File: src/verilog/mbox_pkg.sv
// constants shared by the audio end, the radio end and the mailbox channel
// assumes one 50 MHz clock (pclk) and an active-low asynchronous reset
package mbox_pkg;

  // ******************************************************************
  // widths and counts
  // ******************************************************************
  localparam int DW         = 24;
  localparam int NUM_IN     = 5;
  localparam int NUM_OUT    = 4;
  localparam int NUM_USER   = 8;
  localparam int NUM_SHARED = 6;
  localparam int CFG_W      = 18;

  // ******************************************************************
  // register offsets (byte addresses, one 32-bit word each; INBUF_OFS and OUTBUF_OFS start blocks of words)
  // ******************************************************************
  localparam logic [7:0] A2R_R1_OFS    = 8'h00;
  localparam logic [7:0] A2R_R2_OFS    = 8'h04;
  localparam logic [7:0] R2A_R1_OFS    = 8'h08;
  localparam logic [7:0] R2A_R2_OFS    = 8'h0C;
  localparam logic [7:0] FLAG_DIR_OFS  = 8'h10;
  localparam logic [7:0] FLAG_STR_OFS  = 8'h14;
  localparam logic [7:0] FLAG_OUT_OFS  = 8'h18;
  localparam logic [7:0] FLAG_IN_OFS   = 8'h1C;
  localparam logic [7:0] AUD_CFG_OFS   = 8'h20;
  localparam logic [7:0] TS_REF_OFS    = 8'h24;
  localparam logic [7:0] TS_SRC_OFS    = 8'h28;
  localparam logic [7:0] INBUF_OFS     = 8'h40;
  localparam logic [7:0] OUTBUF_OFS    = 8'h60;
  localparam logic [7:0] WATCHDOG_UNIT_CTRL_OFS = 8'h90;

  // ******************************************************************
  // reset values and field positions
  // ******************************************************************
  localparam logic [7:0]       FLAG_DIR_RST  = 8'h00;
  localparam logic [7:0]       FLAG_STR_RST  = 8'h00;
  localparam logic [8:0]       FLAG_OUT_RST  = 9'h000;
  localparam logic [7:0]       WATCHDOG_UNIT_CTRL_RST = 8'h00;
  localparam logic [CFG_W-1:0] AUD_CFG_RST   = 18'h00000;
  localparam logic             EMPTY_RST     = 1'b1;
  localparam logic             FULL_RST      = 1'b0;
  localparam int WD_SHARE_BIT = 0;
  localparam int CFG_IN_EN_LO = 9;
  localparam int CFG_OUT_EN_LO = 14;
  localparam logic REG_FIRST  = 1'b0;
  localparam logic REG_SECOND = 1'b1;

endpackage

File: src/verilog/mbox_if.sv
// link between the audio core end and the radio core end of the mailbox
// assumes both ends run on the same pclk; strobes are one-cycle pulses
`timescale 1ns/1ps
interface mbox_if;
  import mbox_pkg::*;
  logic                  r2a_wr;
  logic                  r2a_sel;
  logic [DW-1:0]         r2a_wdata;
  logic                  a2r_rd2;
  logic [DW-1:0]         a2r_reg1;
  logic [DW-1:0]         a2r_reg2;
  logic                  a2r_full;
  logic                  r2a_empty;
  logic [NUM_SHARED-1:0] radio_flag_out;
  logic [NUM_SHARED-1:0] radio_flag_dir;

  modport audio_end (
    input  r2a_wr, r2a_sel, r2a_wdata, a2r_rd2, radio_flag_out,
           radio_flag_dir,
    output a2r_reg1, a2r_reg2, a2r_full, r2a_empty
  );
  modport radio_end (
    output r2a_wr, r2a_sel, r2a_wdata, a2r_rd2, radio_flag_out,
           radio_flag_dir,
    input  a2r_reg1, a2r_reg2, a2r_full, r2a_empty
  );
endinterface

File: src/verilog/mailbox_channel.sv
// one mailbox direction: two data words plus full and empty flags
// assumes writer and reader strobes are single-cycle pulses on pclk
`timescale 1ns/1ps
module mailbox_channel
  import mbox_pkg::*;
#(
  parameter int W = DW
) (
  input  wire logic         pclk,
  input  wire logic         presetn,
  input  wire logic         wr_en,
  input  wire logic         wr_sel,
  input  wire logic [W-1:0] wr_data,
  input  wire logic         rd2,
  output logic      [W-1:0] reg1_q,
  output logic      [W-1:0] reg2_q,
  output logic              full_q,
  output logic              empty_q
);

  if (W < 1 || W > 32) begin : g_bad_width
    $error("mailbox width must be 1 to 32");
  end

  typedef struct packed {
    logic [W-1:0] reg1;
    logic [W-1:0] reg2;
    logic         full;
    logic         empty;
  } chan_t;

  chan_t s_q, s_d;

  always_comb begin
    s_d = s_q;
    if (wr_en && wr_sel == REG_FIRST) begin
      s_d.reg1 = wr_data;
    end
    if (wr_en && wr_sel == REG_SECOND) begin
      s_d.reg2 = wr_data;
    end
    if (rd2) begin
      s_d.full  = 1'b0;
      s_d.empty = 1'b1;
    end
    // a second-word write in the same cycle as the read wins: the new word is unread
    if (wr_en && wr_sel == REG_SECOND) begin
      s_d.full  = 1'b1;
      s_d.empty = 1'b0;
    end
  end

  always_ff @(posedge pclk or negedge presetn) begin
    if (!presetn) begin
      s_q <= '{reg1: '0, reg2: '0, full: FULL_RST, empty: EMPTY_RST};
    end else begin
      s_q <= s_d;
    end
  end

  assign reg1_q  = s_q.reg1;
  assign reg2_q  = s_q.reg2;
  assign full_q  = s_q.full;
  assign empty_q = s_q.empty;

endmodule // mailbox_channel

File: src/verilog/radio_end.sv
// radio core end of the mailbox: issues writes and reads as strobes
// assumes the user side gives one-cycle requests synchronous to pclk
`timescale 1ns/1ps
module radio_end
  import mbox_pkg::*;
(
  input  wire logic                  pclk,
  input  wire logic                  presetn,
  mbox_if.radio_end                  mb,
  input  wire logic                  wr_en,
  input  wire logic                  wr_sel,
  input  wire logic [DW-1:0]         wr_data,
  input  wire logic                  rd_en,
  input  wire logic                  rd_sel,
  input  wire logic [NUM_SHARED-1:0] flag_out,
  input  wire logic [NUM_SHARED-1:0] flag_dir,
  output logic      [DW-1:0]         rd_data,
  output logic                       rd_valid,
  output logic                       mbox_full,
  output logic                       mbox_empty
);

  typedef struct packed {
    logic                  wr;
    logic                  sel;
    logic [DW-1:0]         wdata;
    logic                  rd2;
    logic [DW-1:0]         rdata;
    logic                  rvalid;
    logic                  full;
    logic                  empty;
    logic [NUM_SHARED-1:0] fout;
    logic [NUM_SHARED-1:0] fdir;
  } radio_t;

  radio_t s_q, s_d;

  always_comb begin
    s_d        = s_q;
    s_d.wr     = wr_en;
    s_d.sel    = wr_en ? wr_sel : s_q.sel;
    s_d.wdata  = wr_en ? wr_data : s_q.wdata;
    s_d.rd2    = rd_en && rd_sel == REG_SECOND;
    s_d.rvalid = rd_en;
    if (rd_en) begin
      s_d.rdata = (rd_sel == REG_SECOND) ? mb.a2r_reg2 : mb.a2r_reg1;
    end
    s_d.full   = mb.a2r_full;
    s_d.empty  = mb.r2a_empty;
    s_d.fout   = flag_out;
    s_d.fdir   = flag_dir;
  end

  always_ff @(posedge pclk or negedge presetn) begin
    if (!presetn) begin
      s_q <= '{sel: REG_FIRST, full: FULL_RST, empty: EMPTY_RST,
               default: '0};
    end else begin
      s_q <= s_d;
    end
  end

  assign mb.r2a_wr         = s_q.wr;
  assign mb.r2a_sel        = s_q.sel;
  assign mb.r2a_wdata      = s_q.wdata;
  assign mb.a2r_rd2        = s_q.rd2;
  assign mb.radio_flag_out = s_q.fout;
  assign mb.radio_flag_dir = s_q.fdir;
  assign rd_data           = s_q.rdata;
  assign rd_valid          = s_q.rvalid;
  assign mbox_full         = s_q.full;
  assign mbox_empty        = s_q.empty;

endmodule // radio_end

File: src/verilog/audio_end.sv
// audio core end: mailbox, user flags, shared pads, core i/o latches
// assumes APB from software, radio end on mb, pads need synchronising
`timescale 1ns/1ps

module audio_end
  import mbox_pkg::*;
(
  input  wire logic                    pclk,
  input  wire logic                    presetn,
  input  wire logic [7:0]              paddr,
  input  wire logic                    psel,
  input  wire logic                    penable,
  input  wire logic                    pwrite,
  input  wire logic [31:0]             pwdata,
  output logic      [31:0]             prdata,
  output logic                         pready,
  output logic                         pslverr,
  mbox_if.audio_end                    mb,
  input  wire logic                    sample_div_flag,
  input  wire logic                    source_rate_flag,
  input  wire logic                    watchdog_event_output,
  input  wire logic [1:0]              dedicated_flag_pad_in,
  output logic      [1:0]              dedicated_flag_pad_out,
  output logic      [1:0]              dedicated_flag_pad_oe_n,
  input  wire logic [NUM_SHARED-1:0]   shared_flag_pad_in,
  output logic      [NUM_SHARED-1:0]   shared_flag_pad_out,
  output logic      [NUM_SHARED-1:0]   shared_flag_pad_oe_n,
  input  wire logic                    mcu_cfg_we,
  input  wire logic [CFG_W-1:0]        mcu_cfg_wdata,
  input  wire logic [NUM_IN-1:0]       host_in_valid,
  input  wire logic [NUM_IN*DW-1:0]    host_in_data,
  output logic      [NUM_OUT*DW-1:0]   host_out_data,
  output logic                         sample_valid,
  output logic      [CFG_W-1:0]        audio_cfg,
  output logic                         watchdog_status_flag
);

  // ******************************************************************
  // state
  // ******************************************************************
  typedef struct packed {
    logic [NUM_USER-1:0]         sync1;
    logic [NUM_USER-1:0]         sync2;
    logic [NUM_USER-1:0]         sync3;
    logic [NUM_USER-1:0]         filt;
    logic [NUM_USER-1:0]         stk;
    logic                        stk_f1;
    logic                        f0_prev;
    logic                        f1_prev;
    logic [NUM_USER-1:0]         dir;
    logic [NUM_USER-1:0]         str;
    logic [8:0]                  fout;
    logic [7:0]                  wdc;
    logic [CFG_W-1:0]            cfg;
    logic [DW-1:0]               ts_cnt;
    logic [DW-1:0]               ts_ref;
    logic [DW-1:0]               ts_src;
    logic [NUM_IN-1:0][DW-1:0]   inbuf;
    logic [NUM_IN-1:0]           arrived;
    logic                        svalid;
    logic [NUM_OUT-1:0][DW-1:0]  outbuf;
    logic [NUM_USER-1:0]         pad_out;
    logic [NUM_USER-1:0]         pad_oe_n;
    logic                        wd_stat;
    logic                        pready;
    logic                        pslverr;
    logic [31:0]                 prdata;
  } audio_t;

  audio_t s_q, s_d;

  logic [DW-1:0] a2r_r1, a2r_r2, r2a_r1, r2a_r2;
  logic          a2r_full, a2r_empty, r2a_full, r2a_empty;
  logic          acc_prep, acc_done, wr_done;
  logic          a2r_wr, r2a_rd2;
  logic [12:0]   flag_view;

  // true when addr is a word-aligned address inside a block of n words starting at base
  function automatic logic in_block(input logic [7:0] a,
                                    input logic [7:0] base,
                                    input int         n);
    return a >= base && int'(a - base) < 4 * n && a[1:0] == 2'b00;
  endfunction

  function automatic int word_idx(input logic [7:0] a,
                                  input logic [7:0] base);
    return int'(a - base) / 4;
  endfunction

  // two wait-free-ish cycles: prep captures read data, done commits
  assign acc_prep = psel && penable && !s_q.pready;
  assign acc_done = psel && penable && s_q.pready;
  assign wr_done  = acc_done && pwrite;
  assign a2r_wr   = wr_done && (paddr == A2R_R1_OFS || paddr == A2R_R2_OFS);
  assign r2a_rd2  = acc_done && !pwrite && paddr == R2A_R2_OFS;

  // ******************************************************************
  // mailbox channels
  // ******************************************************************
  // one channel per direction
  mailbox_channel #(.W(DW)) u_a2r (
    .pclk    (pclk),
    .presetn (presetn),
    .wr_en   (a2r_wr),
    .wr_sel  (paddr == A2R_R2_OFS),
    .wr_data (pwdata[DW-1:0]),
    .rd2     (mb.a2r_rd2),
    .reg1_q  (a2r_r1),
    .reg2_q  (a2r_r2),
    .full_q  (a2r_full),
    .empty_q (a2r_empty)
  );

  mailbox_channel #(.W(DW)) u_r2a (
    .pclk    (pclk),
    .presetn (presetn),
    .wr_en   (mb.r2a_wr),
    .wr_sel  (mb.r2a_sel),
    .wr_data (mb.r2a_wdata),
    .rd2     (r2a_rd2),
    .reg1_q  (r2a_r1),
    .reg2_q  (r2a_r2),
    .full_q  (r2a_full),
    .empty_q (r2a_empty)
  );

  assign mb.a2r_reg1  = a2r_r1;
  assign mb.a2r_reg2  = a2r_r2;
  assign mb.a2r_full  = a2r_full;
  assign mb.r2a_empty = r2a_empty;

  // ******************************************************************
  // flags as the core sees them
  // ******************************************************************
  always_comb begin
    // F2 reader full, F3 writer empty
    flag_view = {s_q.fout[8],
                 (s_q.str & s_q.stk) | (~s_q.str & s_q.filt),
                 a2r_empty, r2a_full, s_q.stk_f1, sample_div_flag};
  end

  // ******************************************************************
  // next state
  // ******************************************************************
  always_comb begin
    logic [NUM_USER-1:0] drv, val;
    logic [NUM_IN-1:0]   arr, en;
    logic [31:0]         rd;
    logic                hit;
    logic [NUM_USER-1:0] clr;
    drv = '0;
    val = '0;
    arr = '0;
    en  = '0;
    rd  = '0;
    hit = 1'b1;
    clr = '0;
    s_d = s_q;

    // pads: three stages, a change counts when stages two and three agree
    s_d.sync1 = {shared_flag_pad_in, dedicated_flag_pad_in};
    s_d.sync2 = s_q.sync1;
    s_d.sync3 = s_q.sync2;
    for (int i = 0; i < NUM_USER; i++) begin
      if (s_q.sync2[i] == s_q.sync3[i]) begin
        s_d.filt[i] = s_q.sync2[i];
      end
    end

    unique case (1'b1)
      paddr == A2R_R1_OFS:    rd[DW-1:0] = a2r_r1;
      paddr == A2R_R2_OFS:    rd[DW-1:0] = a2r_r2;
      paddr == R2A_R1_OFS:    rd[DW-1:0] = r2a_r1;
      paddr == R2A_R2_OFS:    rd[DW-1:0] = r2a_r2;
      paddr == FLAG_DIR_OFS:  rd[7:0] = s_q.dir;
      paddr == FLAG_STR_OFS:  rd[7:0] = s_q.str;
      paddr == FLAG_OUT_OFS:  rd[8:0] = s_q.fout;
      paddr == FLAG_IN_OFS:   rd[12:0] = flag_view;
      paddr == AUD_CFG_OFS:   rd[CFG_W-1:0] = s_q.cfg;
      paddr == TS_REF_OFS:    rd[DW-1:0] = s_q.ts_ref;
      paddr == TS_SRC_OFS:    rd[DW-1:0] = s_q.ts_src;
      paddr == WATCHDOG_UNIT_CTRL_OFS: rd[7:0] = s_q.wdc;
      in_block(paddr, INBUF_OFS, NUM_IN):
        rd[DW-1:0] = s_q.inbuf[word_idx(paddr, INBUF_OFS)];
      in_block(paddr, OUTBUF_OFS, NUM_OUT):
        rd[DW-1:0] = s_q.outbuf[word_idx(paddr, OUTBUF_OFS)];
      default:                hit = 1'b0;
    endcase

    s_d.pready = acc_prep;
    if (acc_prep) begin
      s_d.prdata  = pwrite ? 32'h0000_0000 : rd;
      s_d.pslverr = !hit;
    end

    // only flags that were actually reported get cleared, so a flag
    // raised between capture and completion survives the read
    if (acc_done && !pwrite && paddr == FLAG_IN_OFS) begin
      clr = s_q.prdata[11:4];
    end

    s_d.stk    = (s_q.stk & ~clr) | s_q.filt;
    s_d.stk_f1 = (s_q.stk_f1 &
                  !(acc_done && !pwrite && paddr == FLAG_IN_OFS &&
                    s_q.prdata[1])) |
                 (source_rate_flag & !s_q.f1_prev);
    s_d.f0_prev = sample_div_flag;
    s_d.f1_prev = source_rate_flag;

    s_d.ts_cnt = s_q.ts_cnt + 1'b1;
    if (sample_div_flag && !s_q.f0_prev) begin
      s_d.ts_ref = s_q.ts_cnt;
    end
    if (source_rate_flag && !s_q.f1_prev) begin
      s_d.ts_src = s_q.ts_cnt;
    end

    if (mcu_cfg_we) begin
      s_d.cfg = mcu_cfg_wdata;
    end

    if (wr_done) begin
      unique case (1'b1)
        paddr == FLAG_DIR_OFS:  s_d.dir = pwdata[7:0];
        paddr == FLAG_STR_OFS:  s_d.str = pwdata[7:0];
        paddr == FLAG_OUT_OFS:  s_d.fout = pwdata[8:0];
        paddr == AUD_CFG_OFS:   s_d.cfg = pwdata[CFG_W-1:0];
        paddr == WATCHDOG_UNIT_CTRL_OFS: s_d.wdc = pwdata[7:0];
        in_block(paddr, OUTBUF_OFS, NUM_OUT):
          s_d.outbuf[word_idx(paddr, OUTBUF_OFS)] = pwdata[DW-1:0];
        default: ;
      endcase
    end

    en  = s_q.cfg[CFG_IN_EN_LO +: NUM_IN];
    arr = s_q.arrived;
    for (int i = 0; i < NUM_IN; i++) begin
      if (host_in_valid[i]) begin
        s_d.inbuf[i] = host_in_data[i*DW +: DW];
        arr[i]       = 1'b1;
      end
    end
    s_d.svalid  = (en != '0) && ((arr & en) == en);
    s_d.arrived = s_d.svalid ? '0 : (arr & en);

    // pad drives if any core outputs
    for (int i = 0; i < NUM_USER; i++) begin
      drv[i] = s_q.dir[i];
      val[i] = s_q.dir[i] & s_q.fout[i];
      if (i >= 2) begin
        drv[i] = drv[i] | mb.radio_flag_dir[i-2];
        val[i] = val[i] | (mb.radio_flag_dir[i-2] & mb.radio_flag_out[i-2]);
      end
    end
    if (s_q.wdc[WD_SHARE_BIT]) begin
      drv[NUM_USER-1] = 1'b1;
      val[NUM_USER-1] = watchdog_event_output;
    end
    s_d.pad_out  = val;
    s_d.pad_oe_n = ~drv;
    s_d.wd_stat  = s_q.fout[8];
  end

  always_ff @(posedge pclk or negedge presetn) begin
    if (!presetn) begin
      s_q <= '{dir: FLAG_DIR_RST, str: FLAG_STR_RST, fout: FLAG_OUT_RST,
               wdc: WATCHDOG_UNIT_CTRL_RST, cfg: AUD_CFG_RST,
               pad_oe_n: '1, default: '0};
    end else begin
      s_q <= s_d;
    end
  end

  assign prdata                  = s_q.prdata;
  assign pready                  = s_q.pready;
  assign pslverr                 = s_q.pslverr;
  assign dedicated_flag_pad_out  = s_q.pad_out[1:0];
  assign dedicated_flag_pad_oe_n = s_q.pad_oe_n[1:0];
  assign shared_flag_pad_out     = s_q.pad_out[NUM_USER-1:2];
  assign shared_flag_pad_oe_n    = s_q.pad_oe_n[NUM_USER-1:2];
  assign host_out_data           = s_q.outbuf;
  assign sample_valid            = s_q.svalid;
  assign audio_cfg               = s_q.cfg;
  assign watchdog_status_flag    = s_q.wd_stat;

endmodule // audio_end

File: src/flat_wrapper.sv
// flat-port wrapper written by rule: the top's interface ports become plain ports
module radio_end_flat import mbox_pkg::*;
  (pclk, presetn, wr_en, wr_sel, wr_data, rd_en, rd_sel, flag_out, flag_dir, rd_data, rd_valid, mbox_full, mbox_empty, mb_r2a_wr, mb_r2a_sel, mb_r2a_wdata, mb_a2r_rd2, mb_radio_flag_out, mb_radio_flag_dir, mb_a2r_reg1, mb_a2r_reg2, mb_a2r_full, mb_r2a_empty);
  mbox_if mb_i ();
  input  wire logic pclk;
  input  wire logic presetn;
  input  wire logic wr_en;
  input  wire logic wr_sel;
  input  wire logic [DW-1:0] wr_data;
  input  wire logic rd_en;
  input  wire logic rd_sel;
  input  wire logic [NUM_SHARED-1:0] flag_out;
  input  wire logic [NUM_SHARED-1:0] flag_dir;
  output logic      [DW-1:0] rd_data;
  output logic rd_valid;
  output logic mbox_full;
  output logic mbox_empty;
  output wire logic [$bits(mb_i.r2a_wr)-1:0] mb_r2a_wr;
  output wire logic [$bits(mb_i.r2a_sel)-1:0] mb_r2a_sel;
  output wire logic [$bits(mb_i.r2a_wdata)-1:0] mb_r2a_wdata;
  output wire logic [$bits(mb_i.a2r_rd2)-1:0] mb_a2r_rd2;
  output wire logic [$bits(mb_i.radio_flag_out)-1:0] mb_radio_flag_out;
  output wire logic [$bits(mb_i.radio_flag_dir)-1:0] mb_radio_flag_dir;
  input wire logic [$bits(mb_i.a2r_reg1)-1:0] mb_a2r_reg1;
  input wire logic [$bits(mb_i.a2r_reg2)-1:0] mb_a2r_reg2;
  input wire logic [$bits(mb_i.a2r_full)-1:0] mb_a2r_full;
  input wire logic [$bits(mb_i.r2a_empty)-1:0] mb_r2a_empty;
  assign mb_r2a_wr = mb_i.r2a_wr;
  assign mb_r2a_sel = mb_i.r2a_sel;
  assign mb_r2a_wdata = mb_i.r2a_wdata;
  assign mb_a2r_rd2 = mb_i.a2r_rd2;
  assign mb_radio_flag_out = mb_i.radio_flag_out;
  assign mb_radio_flag_dir = mb_i.radio_flag_dir;
  assign mb_i.a2r_reg1 = mb_a2r_reg1;
  assign mb_i.a2r_reg2 = mb_a2r_reg2;
  assign mb_i.a2r_full = mb_a2r_full;
  assign mb_i.r2a_empty = mb_r2a_empty;
  radio_end u_core (.pclk(pclk), .presetn(presetn), .mb(mb_i), .wr_en(wr_en), .wr_sel(wr_sel), .wr_data(wr_data), .rd_en(rd_en), .rd_sel(rd_sel), .flag_out(flag_out), .flag_dir(flag_dir), .rd_data(rd_data), .rd_valid(rd_valid), .mbox_full(mbox_full), .mbox_empty(mbox_empty));
endmodule
File: config.mk
export PLATFORM = sky130hd
export DESIGN_NAME = radio_end_flat
export DESIGN_NICKNAME = d
export VERILOG_FILES = /design/src/verilog/mbox_pkg.sv /design/src/verilog/mbox_if.sv /design/src/verilog/mailbox_channel.sv /design/src/verilog/radio_end.sv /design/src/verilog/audio_end.sv /design/src/flat_wrapper.sv
export SDC_FILE = /design/constraint.sdc
export NUM_CORES = 1
export LEC_CHECK = 0
export ABC_AREA = 1
export CAP_MARGIN = 20
export CORE_ASPECT_RATIO = 0.7
export CORE_MARGIN = 10
export CORE_UTILIZATION = 30
export CTS_CLUSTER_SIZE = 14
export DETAILED_ROUTE_END_ITERATION = 7
export DONT_BUFFER_PORTS = 1
export PLACE_DENSITY = 0.55
export RECOVER_POWER = 50
export SETUP_SLACK_MARGIN = 0.5
export SYNTH_ARGS = -nofsm -noshare
export SYNTH_HDL_FRONTEND = slang
export SYNTH_HIERARCHICAL = 1
export SYNTH_SLANG_ARGS = --single-unit
File: constraint.sdc
create_clock -name pclk -period 1.01 [get_ports pclk]
set_clock_uncertainty 0.1 [all_clocks]
set_input_delay 0.0505 -clock pclk [delete_from_list [all_inputs] [get_ports pclk]]
set_output_delay 0.0505 -clock pclk [all_outputs]
set_load 0.1 [all_outputs]
==> impl_metrics.toml <==
[sta]
final-setup-viol-count = 74
period_needed_ns = 1.26
tightestPinTransition_ns = 0.363
worst_hold_slack_ns = -0.683
fin_setup_tns_ns = -8.10
post-route-period-util_pct = 125
fmax_mhz = 794
hold_viol = 118
maxSlewViolCount = 0
setup_ws_ns = -0.249
rsz0062_at_grt = "true"
max_slew_margin_pct = 75.8

[grt]
grt_pass1_wl_um = 13600
grt_util_all_layers_pct = 12.7
grt_pass1_vias = 2508
grt_overflow = 0
antenna_found_initial = 0
grt_max_degree = 67

[finish]
syn2layout_area_growth_pct = 82.1
finish.utilization_pct = 56.1
layout-drive-gt1-share_pct = 58.1
fin_nets = 517
final_common_cell = "nand2_1"
antenna_cells = 0
layout_common_cells = "nand2_1 (90), dfrtp_4 (65), buf_12 (49), inv_1 (49), buf_6 (38)"

[setup_path]
critPathRequiredTime_ns = 0.86
crit_end = "mbox_empty"
worstSetupEndpointType = "primary output"
timing.rr.end = "u_core/mb.r2a_wdata[20]$_DFFE_PN0P_"
rrSetupSlack_ns = -0.02
cp-start-kind = "register"
path_max_fanout = 1
setup.worst_path.start = "u_core/mbox_empty$_DFF_PN1_"
r2r-start = "u_core/mb.r2a_wdata[20]$_DFFE_PN0P_"
crit_cells = 0
critPathArrivalTime_ns = 1.11
rr_worst_depth = 4
path_class = "register to primary output"

[drt]
wire_per_inst_um = 16.4
via_per_inst = 4.28
drc = 0
drtIter0Drc = 78
routed-wl-met3_um = 962
wirelength_um = 9110
wl_met2_um = 4440
final_antenna_net_count = 0
m1WireLength_um = 3560
routed.top_layer = "met4"
vias = 2370
dr.pass1.iters = 6

[placed_design]
globalplace.congestion = 0.692
dp_hpwl_um = 5800
portBuffers = 0

[clocking]
clk_root_buffer_cell = "clkbuf_16"
clk_pin_slew_ns = 0.06
cts_buffers = 9
cts_tree = "done"
clock_sinks = 66
clockBufferDepth = 2
clock_latency_ns = 0.32
htreeDepth = 3
cts_hold_buf = 14

[pwr]
p_switching_w = 0.00357
swShare_pct = 36.5
p_clk_share_pct = 32.2
pwr_density_cell_mw_per_mm2 = 1930
power.internal_w = 0.00621
ir_worst_vdd_mv = 1.18
p_leak_nw = 2.41
pwr-share-seq_pct = 36.3
p_comb_share_pct = 31.6

[synthesis]
ys_ff_latch = 66
synth_area_per_cell_um2 = 8.48
seq_area_frac_synth_pct = 59.4
yosys.area.top_type = "dfrtp_1"
ys_warn_count = 6
syn_area_mm2 = 0.00278
yosysUniqueCellTypes = 14
synth_area_leaders = "dfrtp_1 (58%), nand2_1 (15%), inv_1 (10%), o21ai_0 (4.5%), nand3_1 (4.3%)"
synth_top_area_share_pct = 58.5
synthCells = 328
syn-num-nets = 420

[status]
violations = "hold timing, setup timing"
status = "complete, but fails checks"

[floorplanning]
start_util_pct = 30.8
die_w_um = 135
io_pins = 158
die_h_um = 101
core_mm2 = 0.00903
std_cell_rows = 29
dieArea_mm2 = 0.0136

[hold_path]
hold_class = "input pin to asynchronous set/reset pin"

[run]
max_cap_violations = 0
[layer usage]
layer	vias up	track usage [%]
met2	106	19.8
li1	1157	-
met3	12	6.77
met1	1095	14.6
met4	0	4.29
met5	-	0
[power by group through the flow]
stage                     Clock [W]  Combinational (W)  Sequential (W)
after global routing        0.00337            0.00320         0.00357
after CTS                   0.00323            0.00288         0.00353
after floorplan                   0           0.000386         0.00491
after detailed placement          0            0.00217         0.00348
final                       0.00314            0.00308         0.00355
after global placement            0            0.00215         0.00346
[cell families (layout without fill, tap and decap cells)]
logic type,Yosys count,count (layout),synth area share (%)
and+or+nand+nor,146,146,21.7
DFF,66,66,59.4
AOI/OAI and AO/OA,25,25,4.50
buffers and inverters,91,193,14.4
[registers in the layout, indices dropped and copies added, names as in the netlist]
signal	cells
u_core/mb.r2a_wdata	24
u_core/rd_data	24
u_core/mb.radio_flag_dir	6
u_core/mb.radio_flag_out	6
u_core/mb.a2r_rd2	1
u_core/mb.r2a_sel	1
u_core/mb.r2a_wr	1
u_core/mbox_empty	1
u_core/mbox_full	1
u_core/rd_valid	1
[cell usage after synthesis, drive strengths merged]
library cell and instances:
inv 76, nand3 24, buf 13, dfstp 1, clkbuf 2, nand2 122
dfrtp 65, o21ai 25
[layout make-up]
| type | count | area, µm² |
|---|---|---|
| clock buffers | 10 | 239 |
| well taps | 124 | 155 |
| flip-flops and latches | 66 | 1900 |
| inverters | 76 | 293 |
| clock inverters | 6 | 65.1 |
| multi-input cells | 171 | 866 |
| repair buffers | 101 | 1550 |
| fillers | 751 | 3970 |
[how the worst min path moves through the flow]
| stage | start | end | cells past startpoint |
|---|---|---|---|
| 2_1_floorplan | presetn | u_core/mb.a2r_rd2$_DFF_PN0_ | 0 |
| 3_3_place_gp | presetn | u_core/mb.r2a_wdata[17]$_DFFE_PN0P_ | 0 |
| 3_5_place_dp | presetn | u_core/mb.r2a_wdata[17]$_DFFE_PN0P_ | 0 |
| 4_1_cts | presetn | u_core/mb.r2a_wdata[17]$_DFFE_PN0P_ | 0 |
| 5_1_grt | presetn | u_core/mb.r2a_wdata[13]$_DFFE_PN0P_ | 0 |
| 6_report | presetn | u_core/mb.r2a_wdata[17]$_DFFE_PN0P_ | 0 |
[stage by stage]
step / hold WS (ns) / power, W / cell area (µm²) / std cells / worst slack, ns
floorplan: -0.345 / 0.00529 / 3060 / 328 / 0.0570
global placement: -0.343 / 0.00562 / 3460 / 486 / 0.0958
global route: -0.705 / 0.0101 / 5070 / 554 / -0.272
finish: -0.683 / 0.00978 / 5070 / 554 / -0.249
detailed placement: -0.343 / 0.00564 / 3460 / 486 / 0.0942
CTS: -0.698 / 0.00964 / 4770 / 537 / -0.266
[repair_timing]
item | CTS | global route
setup buffers | 21 | 17
endpoints found under the hold margin | 132 | 118
gates cloned | 0 | 0
endpoints found under the setup margin | 115 | 115
gates resized for setup | 173 | 52
pin swaps | 0 | 1
Note: power is estimated with default switching activity, not from simulation.
